File: config.mk
export PLATFORM = sky130hd
export DESIGN_NAME = sfc_spi_fifo_control
export DESIGN_NICKNAME = d
export VERILOG_FILES = /design/src/rtl/sfc_pkg.sv /design/src/rtl/sfc_fifo.sv /design/src/rtl/sfc_spi_fifo_control.sv /design/src/rtl/sfc_sync.sv
export SDC_FILE = /design/constraint.sdc
export NUM_CORES = 1
export LEC_CHECK = 0
export ABC_AREA = 1
export BUFFER_PORTS_ARGS = -buffer_cell sky130_fd_sc_hd__buf_2
export CORE_MARGIN = 2
export CORE_UTILIZATION = 59
export CTS_CLUSTER_SIZE = 12
export DETAILED_ROUTE_END_ITERATION = 8
export GPL_TIMING_DRIVEN = 0
export PLACE_DENSITY = 0.8
export SYNTH_ARGS = -nofsm -noshare
export SYNTH_HDL_FRONTEND = slang
export SYNTH_SLANG_ARGS = --single-unit
File: constraint.sdc
create_clock -name clk -period 3 [get_ports clk]
set_input_delay 0.15 -clock clk [delete_from_list [all_inputs] [get_ports clk]]
set_output_delay 0.15 -clock clk [all_outputs]
set_load 0.01 [all_outputs]
File: src/rtl/sfc_pkg.sv
/*
  Shared constants and types of the serial port with byte queues:
  register byte addresses, reset values, flag positions, timing counts,
  the control-word layout and the master sequencer states.
  Assumes a 32-bit bus with one register per aligned word.
*/
package sfc_pkg;

  ////////////////////////////////////////////////////////////////////////
  // Register byte addresses
  localparam logic [31:0] STA_ADDR = 32'hFFFF0A00;
  localparam logic [31:0] RX_ADDR = 32'hFFFF0A04;
  localparam logic [31:0] TX_ADDR = 32'hFFFF0A08;
  localparam logic [31:0] DIV_ADDR = 32'hFFFF0A0C;
  localparam logic [31:0] CON_ADDR = 32'hFFFF0A10;
  localparam logic [2:0] HSIZE_WORD = 3'h2;

  ////////////////////////////////////////////////////////////////////////
  // Reset values
  localparam logic [7:0] RX_RESET = 8'h00;
  localparam logic [7:0] TX_RESET = 8'h00;
  localparam logic [7:0] DIV_RESET = 8'h1B;
  localparam logic [15:0] CON_RESET = 16'h0000;
  localparam logic [7:0] ZERO_FILL = 8'h00;

  ////////////////////////////////////////////////////////////////////////
  // Sticky flag positions inside the flag vector
  localparam int FLG_ISR = 0;
  localparam int FLG_UNF = 1;
  localparam int FLG_TXIRQ = 2;
  localparam int FLG_RXIRQ = 3;
  localparam int FLG_OVR = 4;
  localparam int FLG_W = 5;

  ////////////////////////////////////////////////////////////////////////
  // Sizes and serial timing
  localparam int FIFO_DEPTH = 4;
  localparam logic [8:0] DIV_ADD = 9'h001;
  localparam logic [3:0] FRAME_LAST_EDGE = 4'hF;
  localparam logic [3:0] GAP_LAST_EDGE = 4'h1;

  ////////////////////////////////////////////////////////////////////////
  // Control word, most significant field first
  typedef struct packed {
    logic [1:0] irqThresholdField;
    logic txQueuePurge;
    logic rxQueuePurge;
    logic backToBackTransfer;
    logic internalLoop;
    logic slaveOutDriveEnable;
    logic rxOverwrite;
    logic idleZeroFill;
    logic transferTriggerSelect;
    logic lsbFirst;
    logic wiredOr;
    logic clockPolarity;
    logic clockPhase;
    logic masterMode;
    logic portEnable;
  } sfc_ctrl_t;

  // Gray codes along idle, run, gap
  typedef enum logic [1:0] {
    ST_IDLE = 2'b00,
    ST_RUN = 2'b01,
    ST_GAP = 2'b11
  } sfc_state_t;

endpackage

File: src/rtl/sfc_fifo.sv
/*
  Small byte queue with flush, valid/ready on both sides and a level.
  Assumes the writer honours inReady; flush empties in one cycle.
*/
module sfc_fifo #(
  parameter int WIDTH = 8,
  parameter int DEPTH = 4
) (
  input wire logic clk,
  input wire logic rst,
  input wire logic clkEn,
  input wire logic flush,
  input wire logic inValid,
  output logic inReady,
  input wire logic [WIDTH-1:0] inData,
  output logic outValid,
  input wire logic outReady,
  output logic [WIDTH-1:0] outData,
  output logic [$clog2(DEPTH+1)-1:0] level
);

  localparam int AW = $clog2(DEPTH);
  localparam int LW = $clog2(DEPTH + 1);

  logic [WIDTH-1:0] mem [DEPTH];
  logic [AW-1:0] rdPtr;
  logic [AW-1:0] wrPtr;
  logic [LW-1:0] count;

  ////////////////////////////////////////////////////////////////////////
  // Handshakes and flags
  wire doPush = inValid & inReady;
  wire doPop = outValid & outReady;
  assign inReady = (count != LW'(DEPTH));
  assign outValid = (count != '0);
  assign outData = mem[rdPtr];
  assign level = count;

  // Pointers wrap explicitly so depth need not be a power of two
  always_ff @(posedge clk) begin
    if (rst || (clkEn && flush)) begin
      rdPtr <= '0;
      wrPtr <= '0;
      count <= '0;
    end else if (clkEn) begin
      if (doPush) begin
        mem[wrPtr] <= inData;
        wrPtr <= (wrPtr == AW'(DEPTH - 1)) ? '0 : wrPtr + 1'b1;
      end
      if (doPop) begin
        rdPtr <= (rdPtr == AW'(DEPTH - 1)) ? '0 : rdPtr + 1'b1;
      end
      count <= count + LW'(doPush) - LW'(doPop);
    end
  end

  flush_empty_a: assert property (@(posedge clk) disable iff (rst) // RL5
    clkEn && flush |=> count == '0) else $error("queue not empty after flush");
  level_bound_a: assert property (@(posedge clk) disable iff (rst)
    count <= LW'(DEPTH)) else $error("queue level above depth");

endmodule

File: src/rtl/sfc_spi_fifo_control.sv
/*
  Serial peripheral port with transmit and receive byte queues,
  master and slave roles, reached over an AHB-Lite slave.
  Assumes one AHB-Lite master, single word transfers, pins that
  are asynchronous to clk and an outside resolver for the enables.
*/
// Functional notes
// RL1: Tx interrupt after one to four sent bytes
// RL2: Rx interrupt at threshold, code 11 means full
// RL3: Tx purge bit empties transmit queue
// RL4: Held tx purge sends last byte or zero
// RL5: Purge empties its queue within one cycle
// RL6: Tx writes discarded while tx purge set
// RL7: Rx purge bit empties receive queue
// RL8: Rx purge drops bytes, no interrupts
// RL9: Rx purge plus read trigger starts transfer
// RL10: Back to back keeps select low while data
// RL11: Single byte mode idles one serial period
// RL12: Internal loop feeds output back to input
// RL13: Drive enable clear makes data out open-drain
// RL14: Divider register resets to 0x1B
// RL15: Receive holding register resets to zero
// RL16: Trigger select picks write or read start
// RL17: Empty queue sends zero or last byte
// RL18: Outside master frames with low select
// RL19: Overrun flag when byte meets full queue
// RL20: Serial clock from parameterised divider function
module sfc_spi_fifo_control #(
  parameter int DEPTH = sfc_pkg::FIFO_DEPTH
) (
  input wire logic clk,
  input wire logic rst,
  input wire logic clkEn,
  input wire logic hsel,
  input wire logic [31:0] haddr,
  input wire logic [1:0] htrans,
  input wire logic hwrite,
  input wire logic [2:0] hsize,
  input wire logic [31:0] hwdata,
  input wire logic hready,
  output logic [31:0] hrdata,
  output logic hreadyout,
  output logic hresp,
  input wire logic serialClockIn,
  output logic serialClockOut,
  output logic serialClockOe,
  input wire logic masterDataOutIn,
  output logic masterDataOutOut,
  output logic masterDataOutOe,
  input wire logic slaveDataOutPinIn,
  output logic slaveDataOutPinOut,
  output logic slaveDataOutPinOe,
  input wire logic selectLowLineInN,
  output logic selectLowLineOutN,
  output logic selectLowLineOe,
  output logic spiIrq
);

  localparam int LW = $clog2(DEPTH + 1);

  sfc_pkg::sfc_ctrl_t ctrlReg;
  sfc_pkg::sfc_state_t stateReg;
  logic [31:0] addrReg;
  logic [7:0] divReg, rxHoldReg, lastTxReg, txShReg, rxShReg;
  logic [sfc_pkg::FLG_W-1:0] flagsReg;
  logic [2:0] txDoneCntReg;
  logic [8:0] halfCntReg;
  logic [3:0] edgeCntReg;
  logic wrPendReg, rdPendReg, startPendReg, outBitReg, sclkPrevReg, selPrevNReg, drvMasterReg;
  logic sclkSync, mosiSync, misoSync, selSyncN;
  logic txValid, rxValid, rxInReady;
  logic [7:0] txHead, rxHead;
  logic [LW-1:0] txLevel, rxLevel;

  function automatic logic fHead(input logic [7:0] v, input logic lsbF);
    return lsbF ? v[0] : v[7];
  endfunction

  function automatic logic [7:0] fAdv(input logic [7:0] v, input logic lsbF);
    return lsbF ? {1'b0, v[7:1]} : {v[6:0], 1'b0};
  endfunction

  ////////////////////////////////////////////////////////////////////////
  // Bus decode; reads take one wait state so read effects see writes
  wire accept = hsel & htrans[1] & hready & (hsize == sfc_pkg::HSIZE_WORD);
  wire isSta = (addrReg == sfc_pkg::STA_ADDR);
  wire isRx = (addrReg == sfc_pkg::RX_ADDR);
  wire isTx = (addrReg == sfc_pkg::TX_ADDR);
  wire isDiv = (addrReg == sfc_pkg::DIV_ADDR);
  wire isCon = (addrReg == sfc_pkg::CON_ADDR);
  wire wrTx = wrPendReg & isTx;
  wire rdRx = rdPendReg & isRx;
  wire rdSta = rdPendReg & isSta;

  // Control field shorthands
  wire en = ctrlReg.portEnable;
  wire master = ctrlReg.masterMode;
  wire cpha = ctrlReg.clockPhase;
  wire cpol = ctrlReg.clockPolarity;
  wire lsb = ctrlReg.lsbFirst;
  wire trig = ctrlReg.transferTriggerSelect;
  wire txPurge = ctrlReg.txQueuePurge;
  wire rxPurge = ctrlReg.rxQueuePurge;

  ////////////////////////////////////////////////////////////////////////
  // Serial edge generation, shared by both roles
  wire [8:0] halfLast = 9'({1'b0, divReg}) + sfc_pkg::DIV_ADD - 9'h001; // RL20
  wire halfTick = (halfCntReg == halfLast);
  wire running = (stateReg == sfc_pkg::ST_RUN);
  wire slaveSel = en & ~master & ~selSyncN; // RL18
  wire sEdge = slaveSel & (sclkSync != sclkPrevReg);
  wire lead = master ? (running & halfTick & ~edgeCntReg[0]) : (sEdge & (sclkSync != cpol));
  wire trail = master ? (running & halfTick & edgeCntReg[0]) : (sEdge & (sclkSync == cpol));
  wire sampleEdge = cpha ? trail : lead;
  wire driveEdge = cpha ? lead : trail;
  wire frameEnd = trail & (edgeCntReg == sfc_pkg::FRAME_LAST_EDGE);
  wire selFall = slaveSel & selPrevNReg;

  // Transfer start and byte loading
  wire mStart = (stateReg == sfc_pkg::ST_IDLE) & en & master & (trig ? txValid : startPendReg); // RL16
  wire mMore = ctrlReg.backToBackTransfer & txValid;
  wire loadByte = mStart | selFall | (frameEnd & (master ? mMore : 1'b1));
  wire [7:0] loadVal = txValid ? txHead : (ctrlReg.idleZeroFill ? sfc_pkg::ZERO_FILL : lastTxReg); // RL17 RL4
  wire txPop = loadByte & txValid;
  wire inBit = ctrlReg.internalLoop ? outBitReg : (master ? misoSync : mosiSync); // RL12
  wire [7:0] rxShNext = sampleEdge ? (lsb ? {inBit, rxShReg[7:1]} : {rxShReg[6:0], inBit}) : rxShReg;
  wire outBitNext = (loadByte & ~cpha) ? fHead(loadVal, lsb) :
                    (driveEdge & ~loadByte) ? fHead(txShReg, lsb) : outBitReg;
  wire [7:0] txShNext = loadByte ? (cpha ? loadVal : fAdv(loadVal, lsb)) :
                        driveEdge ? fAdv(txShReg, lsb) : txShReg;

  ////////////////////////////////////////////////////////////////////////
  // Flag sets; a set in the clearing cycle survives
  wire rxPush = frameEnd & ~rxPurge & rxInReady; // RL8
  wire ovrSet = frameEnd & ~rxPurge & ~rxInReady; // RL19
  wire [2:0] needBytes = {1'b0, ctrlReg.irqThresholdField} + 3'h1;
  wire [2:0] rxLvl3 = 3'(rxLevel);
  wire [2:0] txLvl3 = 3'(txLevel);
  wire rxIrqSet = rxPush & ~trig & ((rxLvl3 + 3'h1) >= needBytes); // RL2
  wire txIrqSet = frameEnd & trig & ((txDoneCntReg + 3'h1) == needBytes); // RL1
  wire unfSet = loadByte & ~txValid & ~txPurge;
  wire isrSet = (ovrSet | rxIrqSet | txIrqSet | unfSet) & ~rxPurge; // RL8
  wire [sfc_pkg::FLG_W-1:0] flagSet = {ovrSet, rxIrqSet, txIrqSet, unfSet, isrSet};
  wire [sfc_pkg::FLG_W-1:0] flagsNext = flagSet | (flagsReg & ~{sfc_pkg::FLG_W{rdSta}});

  // Read data selection
  wire [7:0] rxView = rxValid ? rxHead : rxHoldReg;
  wire excess = rxLvl3 > needBytes;
  wire [15:0] staView = {4'h0, excess, rxLvl3, flagsReg[sfc_pkg::FLG_OVR], flagsReg[sfc_pkg::FLG_RXIRQ],
                         flagsReg[sfc_pkg::FLG_TXIRQ], flagsReg[sfc_pkg::FLG_UNF], txLvl3,
                         flagsReg[sfc_pkg::FLG_ISR]};
  wire [31:0] rdMux = isSta ? {16'h0000, staView} : isRx ? {24'h000000, rxView} :
                      isDiv ? {24'h000000, divReg} : isCon ? {16'h0000, ctrlReg} : 32'h00000000;

  ////////////////////////////////////////////////////////////////////////
  // Pin synchroniser and the two byte queues
  sfc_sync #(.WIDTH(4), .INIT(4'h1)) u_sync (
    .clk(clk),
    .rst(rst),
    .clkEn(clkEn),
    .din({serialClockIn, masterDataOutIn, slaveDataOutPinIn, selectLowLineInN}),
    .dout({sclkSync, mosiSync, misoSync, selSyncN})
  );

  sfc_fifo #(.WIDTH(8), .DEPTH(DEPTH)) u_txq (
    .clk(clk),
    .rst(rst),
    .clkEn(clkEn),
    .flush(txPurge), // RL3 RL5
    .inValid(wrTx & ~txPurge), // RL6
    .inReady(),
    .inData(hwdata[7:0]),
    .outValid(txValid),
    .outReady(txPop),
    .outData(txHead),
    .level(txLevel)
  );

  sfc_fifo #(.WIDTH(8), .DEPTH(DEPTH)) u_rxq (
    .clk(clk),
    .rst(rst),
    .clkEn(clkEn),
    .flush(rxPurge), // RL7 RL5
    .inValid(rxPush),
    .inReady(rxInReady),
    .inData(rxShNext),
    .outValid(rxValid),
    .outReady(rdRx),
    .outData(rxHead),
    .level(rxLevel)
  );

  ////////////////////////////////////////////////////////////////////////
  // Bus slave and software registers
  always_ff @(posedge clk) begin
    if (rst) begin
      addrReg <= 32'h00000000;
      wrPendReg <= 1'b0;
      rdPendReg <= 1'b0;
      hreadyout <= 1'b1;
      hrdata <= 32'h00000000;
      hresp <= 1'b0;
      ctrlReg <= sfc_pkg::CON_RESET;
      divReg <= sfc_pkg::DIV_RESET; // RL14
      rxHoldReg <= sfc_pkg::RX_RESET; // RL15
    end else if (clkEn) begin
      wrPendReg <= accept & hwrite;
      rdPendReg <= accept & ~hwrite;
      hreadyout <= ~(accept & ~hwrite);
      if (accept) begin
        addrReg <= haddr;
      end
      if (rdPendReg) begin
        hrdata <= rdMux;
      end
      if (wrPendReg && isCon) begin
        ctrlReg <= hwdata[15:0];
      end
      if (wrPendReg && isDiv) begin
        divReg <= hwdata[7:0];
      end
      if (rdRx && rxValid) begin
        rxHoldReg <= rxHead;
      end
    end
  end

  // Flags, tx byte count and a pending read-started transfer
  always_ff @(posedge clk) begin
    if (rst) begin
      flagsReg <= '0;
      spiIrq <= 1'b0;
      txDoneCntReg <= 3'h0;
      startPendReg <= 1'b0;
    end else if (clkEn) begin
      flagsReg <= flagsNext;
      spiIrq <= flagsNext[sfc_pkg::FLG_ISR];
      txDoneCntReg <= (!trig || txIrqSet) ? 3'h0 : txDoneCntReg + 3'(frameEnd);
      startPendReg <= en & master & ~trig & (rdRx | (startPendReg & ~mStart)); // RL9 RL16
    end
  end

  ////////////////////////////////////////////////////////////////////////
  // Shift registers, edge counter and pin drivers
  always_ff @(posedge clk) begin
    if (rst) begin
      txShReg <= 8'h00;
      rxShReg <= 8'h00;
      lastTxReg <= sfc_pkg::TX_RESET;
      outBitReg <= 1'b0;
      edgeCntReg <= 4'h0;
      sclkPrevReg <= 1'b0;
      selPrevNReg <= 1'b1;
      drvMasterReg <= 1'b0;
      slaveDataOutPinOut <= 1'b0;
      slaveDataOutPinOe <= 1'b0;
    end else if (clkEn) begin
      txShReg <= txShNext;
      rxShReg <= rxShNext;
      outBitReg <= outBitNext;
      sclkPrevReg <= sclkSync;
      selPrevNReg <= selSyncN;
      drvMasterReg <= en & master;
      if (loadByte) begin
        lastTxReg <= loadVal;
      end
      if (mStart || selFall) begin
        edgeCntReg <= 4'h0;
      end else if (lead || trail || (stateReg == sfc_pkg::ST_GAP && halfTick)) begin
        edgeCntReg <= edgeCntReg + 4'h1;
      end
      // Open-drain drives only lows, so the data bit is forced low
      slaveDataOutPinOut <= ctrlReg.slaveOutDriveEnable & outBitNext; // RL13
      slaveDataOutPinOe <= slaveSel & (ctrlReg.slaveOutDriveEnable | ~outBitNext); // RL13
    end
  end

  assign masterDataOutOut = outBitReg;
  assign masterDataOutOe = drvMasterReg;
  assign serialClockOe = drvMasterReg;
  assign selectLowLineOe = drvMasterReg;

  ////////////////////////////////////////////////////////////////////////
  // Master sequencer: select, divided clock and inter-byte gap
  always_ff @(posedge clk) begin
    if (rst) begin
      stateReg <= sfc_pkg::ST_IDLE;
      halfCntReg <= 9'h000;
      serialClockOut <= 1'b0;
      selectLowLineOutN <= 1'b1;
    end else if (clkEn) begin
      if (!(en && master)) begin
        stateReg <= sfc_pkg::ST_IDLE;
        halfCntReg <= 9'h000;
        serialClockOut <= cpol;
        selectLowLineOutN <= 1'b1;
      end else begin
        unique case (stateReg)
          sfc_pkg::ST_IDLE: begin
            halfCntReg <= 9'h000;
            serialClockOut <= cpol;
            if (mStart) begin
              stateReg <= sfc_pkg::ST_RUN;
              selectLowLineOutN <= 1'b0;
            end
          end
          sfc_pkg::ST_RUN: begin
            halfCntReg <= halfTick ? 9'h000 : halfCntReg + 9'h001;
            if (halfTick) begin
              serialClockOut <= ~serialClockOut;
            end
            if (frameEnd && !mMore) begin // RL10
              stateReg <= sfc_pkg::ST_GAP;
              selectLowLineOutN <= 1'b1;
            end
          end
          sfc_pkg::ST_GAP: begin
            halfCntReg <= halfTick ? 9'h000 : halfCntReg + 9'h001;
            if (halfTick && edgeCntReg == sfc_pkg::GAP_LAST_EDGE) begin // RL11
              stateReg <= sfc_pkg::ST_IDLE;
            end
          end
          default: begin
            stateReg <= sfc_pkg::ST_IDLE;
          end
        endcase
      end
    end
  end

  ////////////////////////////////////////////////////////////////////////
  // Checks
  tx_purge_drop_a: assert property (@(posedge clk) disable iff (rst) // RL6
    clkEn && wrTx && txPurge |=> txLevel == '0) else $error("tx write kept during purge");
  rx_purge_empty_a: assert property (@(posedge clk) disable iff (rst) // RL7
    clkEn && rxPurge |=> rxLevel == '0) else $error("rx queue filled during purge");
  rx_purge_quiet_a: assert property (@(posedge clk) disable iff (rst) // RL8
    clkEn && rxPurge && !flagsReg[sfc_pkg::FLG_ISR] |=> !spiIrq) else $error("interrupt during rx purge");
  zero_fill_a: assert property (@(posedge clk) disable iff (rst) // RL17
    clkEn && loadByte && !txValid && ctrlReg.idleZeroFill |=> lastTxReg == 8'h00)
    else $error("empty queue did not send zero");
  reset_values_a: assert property (@(posedge clk) // RL14
    rst |=> divReg == 8'h1B && rxHoldReg == 8'h00) else $error("bad register reset value");
  b2b_select_a: assert property (@(posedge clk) disable iff (rst) // RL10
    clkEn && running && frameEnd && mMore |=> running && !selectLowLineOutN)
    else $error("select released in back to back");
  gap_enter_a: assert property (@(posedge clk) disable iff (rst) // RL11
    clkEn && running && frameEnd && !mMore && en && master |=>
    stateReg == sfc_pkg::ST_GAP ##1 stateReg == sfc_pkg::ST_GAP)
    else $error("no idle gap after single byte");
  tx_irq_a: assert property (@(posedge clk) disable iff (rst) // RL1
    clkEn && txIrqSet |=> flagsReg[sfc_pkg::FLG_TXIRQ] && $past(txDoneCntReg) == needBytes - 3'h1)
    else $error("tx interrupt count wrong");
  rx_irq_a: assert property (@(posedge clk) disable iff (rst) // RL2
    clkEn && rxPush && !trig && (rxLvl3 + 3'h1) >= needBytes |=> flagsReg[sfc_pkg::FLG_RXIRQ])
    else $error("rx interrupt missed");
  overrun_a: assert property (@(posedge clk) disable iff (rst) // RL19
    clkEn && frameEnd && !rxInReady && !rxPurge |=> flagsReg[sfc_pkg::FLG_OVR] && spiIrq)
    else $error("overrun not flagged");
  open_drain_a: assert property (@(posedge clk) disable iff (rst) // RL13
    clkEn && !ctrlReg.slaveOutDriveEnable |=> !(slaveDataOutPinOe && slaveDataOutPinOut))
    else $error("data out driven high in open-drain");
  read_start_a: assert property (@(posedge clk) disable iff (rst) // RL9
    clkEn && rdRx && !trig && en && master && stateReg == sfc_pkg::ST_IDLE ##1 clkEn |=> running)
    else $error("receive read did not start transfer");

endmodule

File: src/rtl/sfc_sync.sv
/*
  Three-flop input synchroniser, one chain per bit.
  Assumes inputs asynchronous to clk; output moves only once
  the second and third stages agree.
*/
module sfc_sync #(
  parameter int WIDTH = 4,
  parameter logic [WIDTH-1:0] INIT = '0
) (
  input wire logic clk,
  input wire logic rst,
  input wire logic clkEn,
  input wire logic [WIDTH-1:0] din,
  output logic [WIDTH-1:0] dout
);

  ////////////////////////////////////////////////////////////////////////
  // One chain per bit; first stage feeds only the second
  for (genvar i = 0; i < WIDTH; i++) begin : g_bit
    logic [2:0] stage;
    always_ff @(posedge clk) begin
      if (rst) begin
        stage <= {3{INIT[i]}};
        dout[i] <= INIT[i];
      end else if (clkEn) begin
        stage <= {stage[1:0], din[i]};
        if (stage[1] == stage[2]) begin
          dout[i] <= stage[2];
        end
      end
    end
  end

endmodule
==> metrics.csv <==
stage,metric,value,unit
flow_run,maxCapViolCount,0,
sta,rsz0062_at_grt,true,
clock_tree,clk_pin_slew,0.06,ns
logic_synthesis,yosysUniqueCellTypes,57,
grt,grt_max_degree,14,
worst_setup_path,critPathKind,reg2reg,
logic_synthesis,synth_area,0.0112,mm²
worst_setup_path,cp_slowest_stage_delay,0.38,ns
worst_setup_path,startpoint_type,register,
clock_tree,clock_latency,0.52,ns
power,power.share.clock,0.438,
routing,routedWlPerCell,17.7,µm
grt,grt_pass1_vias,9768,
clock_tree,root_buffer,clkbuf_16,
power,power,0.00648,W
placed_design,dp.cells,1677,
worst_setup_path,crit_chain,nor3_4 -> nand2_1 -> o21ai_2 -> nor3_4 -> a31oi_4 -> nand2_8 -> inv_4 -> nor2_1 -> ha_1 -> inv_1 -> ha_1 -> fa_1 -> o21ai_1 -> a21oi_1 -> o21ai_0 -> a21oi_1,
die,start_util,0.598,
logic_synthesis,synth_top_cell_by_area,dfxtp_1,
grt,antenna_found_initial,0,
layout,seq_area,0.00539,mm²
die,rows,50,
logic_synthesis,async_flop_share,0,
worst_hold_path,min_to,ctrlReg[9],
placed_design,gp_congestion,0.986,
routing,drt-pass1-iter-count,5,
layout,nets,1638,
logic_synthesis,avgSynthCellArea,8.32,µm²
sta,post-route-period-util,0.973,
power,p_leak,5.35,nW
logic_synthesis,synth_most_common_cell,nand2_1,
routing,ant_nets,0,
clock_tree,cts_tree,built,
logic_synthesis,ys_ff_latch,237,
power,p_seq_frac,0.513,
power,irDropWorstVdd,0.000425,V
sta,whs,0.0150,ns
routing,finalWirelength,31.4,mm
sta,fmax,0.343,GHz
sta,setup_viol,0,
logic_synthesis,synth_common_cells,"nand2_1 (222), dfxtp_1 (173), inv_1 (146)",
routing,drt_iter0_drc,1193,
power,p_sw_frac,0.224,
sta,relSlewSlack,0.448,
logic_synthesis,synthFlopType,dfxtp_1,
grt,gr-total-overflow,0,
placed_design,port_buffers,86,
logic_synthesis,synth_area_leaders,"dfxtp_1 (31%), edfxtp_1 (17%), nand2_1 (7.5%)",
layout,multiInputGateArea,0.00484,mm²
worst_setup_path,arrival,3.32,ns
worst_setup_path,r2r-start,u_txq.level[1],
logic_synthesis,yosysWarningCount,0,
worst_hold_path,min_path_cells,3,
power,switchingPower,0.00145,W
placed_design,hpwl,21.2,mm
layout,fin_util,0.713,
sta,drv_slew,0,
clock_tree,cts_buffer_depth,3,
layout,layout-drive-gt1-share,0.149,
routing,drc_errors,0,
grt,grt_pass1_wl,49.4,mm
logic_synthesis,synth_enable_flop_cells,64,
outcome,status,"complete, no violations",
sta,worst_pin_slew,0.825,ns
worst_setup_path,cp_max_fo,9,
power,p_comb_frac,0.049,
routing,via_per_inst,5.81,
routing,route.vias.total,10300,
sta,finalHoldViolCount,0,
die,coreArea,0.0186,mm²
layout,synthToLayoutAreaGrowth,19.1,%
grt,track_usage,0.309,
die,die_w,141,µm
layout,fillers,1433,
layout,antenna_cells,0,
clock_tree,cts_num_sinks,237,
power,p_int,0.00503,W
sta,fin_crit,2.92,ns
layout,layoutNonFillerInstCount,1779,
sta,fin_skew,0.0137,ns
worst_setup_path,r2r_slack,0.08,ns
die,dieHeight,141,µm
logic_synthesis,synth_cells,1341,
logic_synthesis,yosys.area.top_type_share,0.311,
worst_setup_path,reg2reg_depth,16,
clock_tree,cts_max_level,1,
worst_hold_path,hp-start,hwdata[9],
worst_setup_path,r2r-end,u_txq.level[2],
worst_setup_path,end_kind,register,
logic_synthesis,yosysSeqAreaShare,0.483,
worst_setup_path,worstPathRequired,3.40,ns
power,powerDensity,488,mW/mm²
clock_tree,cts_buffers,25,
worst_setup_path,cp_slowest_cell,fa_1,
die,ios,122,
worst_hold_path,hold_path.class,in2reg,
die,dieArea,0.0200,mm²
## per-layer routing
layer,wire length (µm),track usage
met4,1570,0.150
met5,0,0
met3,2190,0.0429
met2,14900,0.529
met1,12700,0.385
## per-stage QoR
stage / worst slack, ns / TNS [ns] / area, µm²
6_report: 0.0808 / 0 / 13300
5_1_grt: -0.120 / -3.10 / 13300
4_1_cts: -0.0615 / -0.0615 / 13200
3_5_place_dp: -0.344 / -0.604 / 11900
3_3_place_gp: -0.196 / -0.340 / 11900
2_1_floorplan: 0.268 / 0 / 11200
## logic make-up (layout without fill, tap and decap cells)
family	Yosys count	after routing	share of synthesized area
simple gates	452	452	0.179
compound gates	372	372	0.202
buf+inv	241	429	0.0939
flops	237	237	0.483
fa+ha+maj	31	31	0.0361
xor+xnor	7	7	0.00550
other cells	1	17	0.000336
## power by group through the flow
stage	combinational [W]	clock, W	sequential (W)
floorplan	0.000144	0	0.00339
CTS	0.000303	0.00282	0.00332
finish	0.000320	0.00284	0.00332
global placement	0.000248	0	0.00339
global route	0.000341	0.00296	0.00333
detailed placement	0.000250	0	0.00339
## state kept, by name, summed over array words and instances, names as in the netlist, 2 cells and up, named ones only
register / flops
u_txq.mem: 32
u_txq.level: 3
ctrlReg: 8
hrdata: 16
u_rxq.mem: 32
edgeCntReg: 4
flagsReg: 5
u_rxq.rdPtr: 2
halfCntReg: 9
u_sync.g_bit.stage: 12
u_rxq.level: 3
txDoneCntReg: 3
addrReg: 32
lastTxReg: 8
txShReg: 8
rxHoldReg: 8
u_rxq.wrPtr: 2
u_sync.dout: 4
rxShReg: 8
u_txq.rdPtr: 2
u_txq.wrPtr: 2
stateReg: 2
divReg: 8
## worst max-delay path by stage
stage	from	to	cells after the start
after floorplan	halfCntReg[7]	u_txq.level[2]	20
after global placement	master	u_txq.level[2]	16
after detailed placement	u_txq.level[2]	u_txq.level[2]	16
after CTS	master	u_txq.level[2]	16
after global routing	addrReg[6]	u_txq.mem[2][5]	11
final	u_txq.level[1]	u_txq.level[2]	16
## cell type report
type / count / share of cell area
inverter: 162 / 0.0460
clock inverter: 5 / 0.00207
sequential: 237 / 0.405
buffer: 79 / 0.0331
timing repair buffer: 144 / 0.0750
tap: 234 / 0.0220
clock buffer: 39 / 0.0525
multi-input combinational: 879 / 0.364
## what timing repair did
action                     CTS  global route
resized for setup            5            14
hold endpoints to repair    87             0
pin swaps                    2             3
buffers inserted             2             4
setup endpoints to repair    3            67
hold buffers                52             0
## critical path, delay by kind of cell, from the launching register on
kind                       cells  cell delay, ns
AOI/OAI and AO/OA              6            0.83
adders and majority gates      3            0.84
buffers and inverters          2            0.16
DFF                            1            0.37
and+or+nand+nor                5            0.60
## cells in the final DEF (no fill, tap or decap), drive strengths merged, types with 17 or more instances in the layout
cell type    synthesis  final
a211oi              27     27
a21oi              133    133
buf                 39    131
clkbuf              40     79
conb                 1     17
dfxtp              173    173
dlygate4sd3          0     52
edfxtp              64     64
ha                  29     29
inv                157    158
nand2              231    231
nand3               44     44
nor2               135    135
o211ai              17     17
o21ai              137    137
No activity file was read; power rests on OpenSTA's default activity.
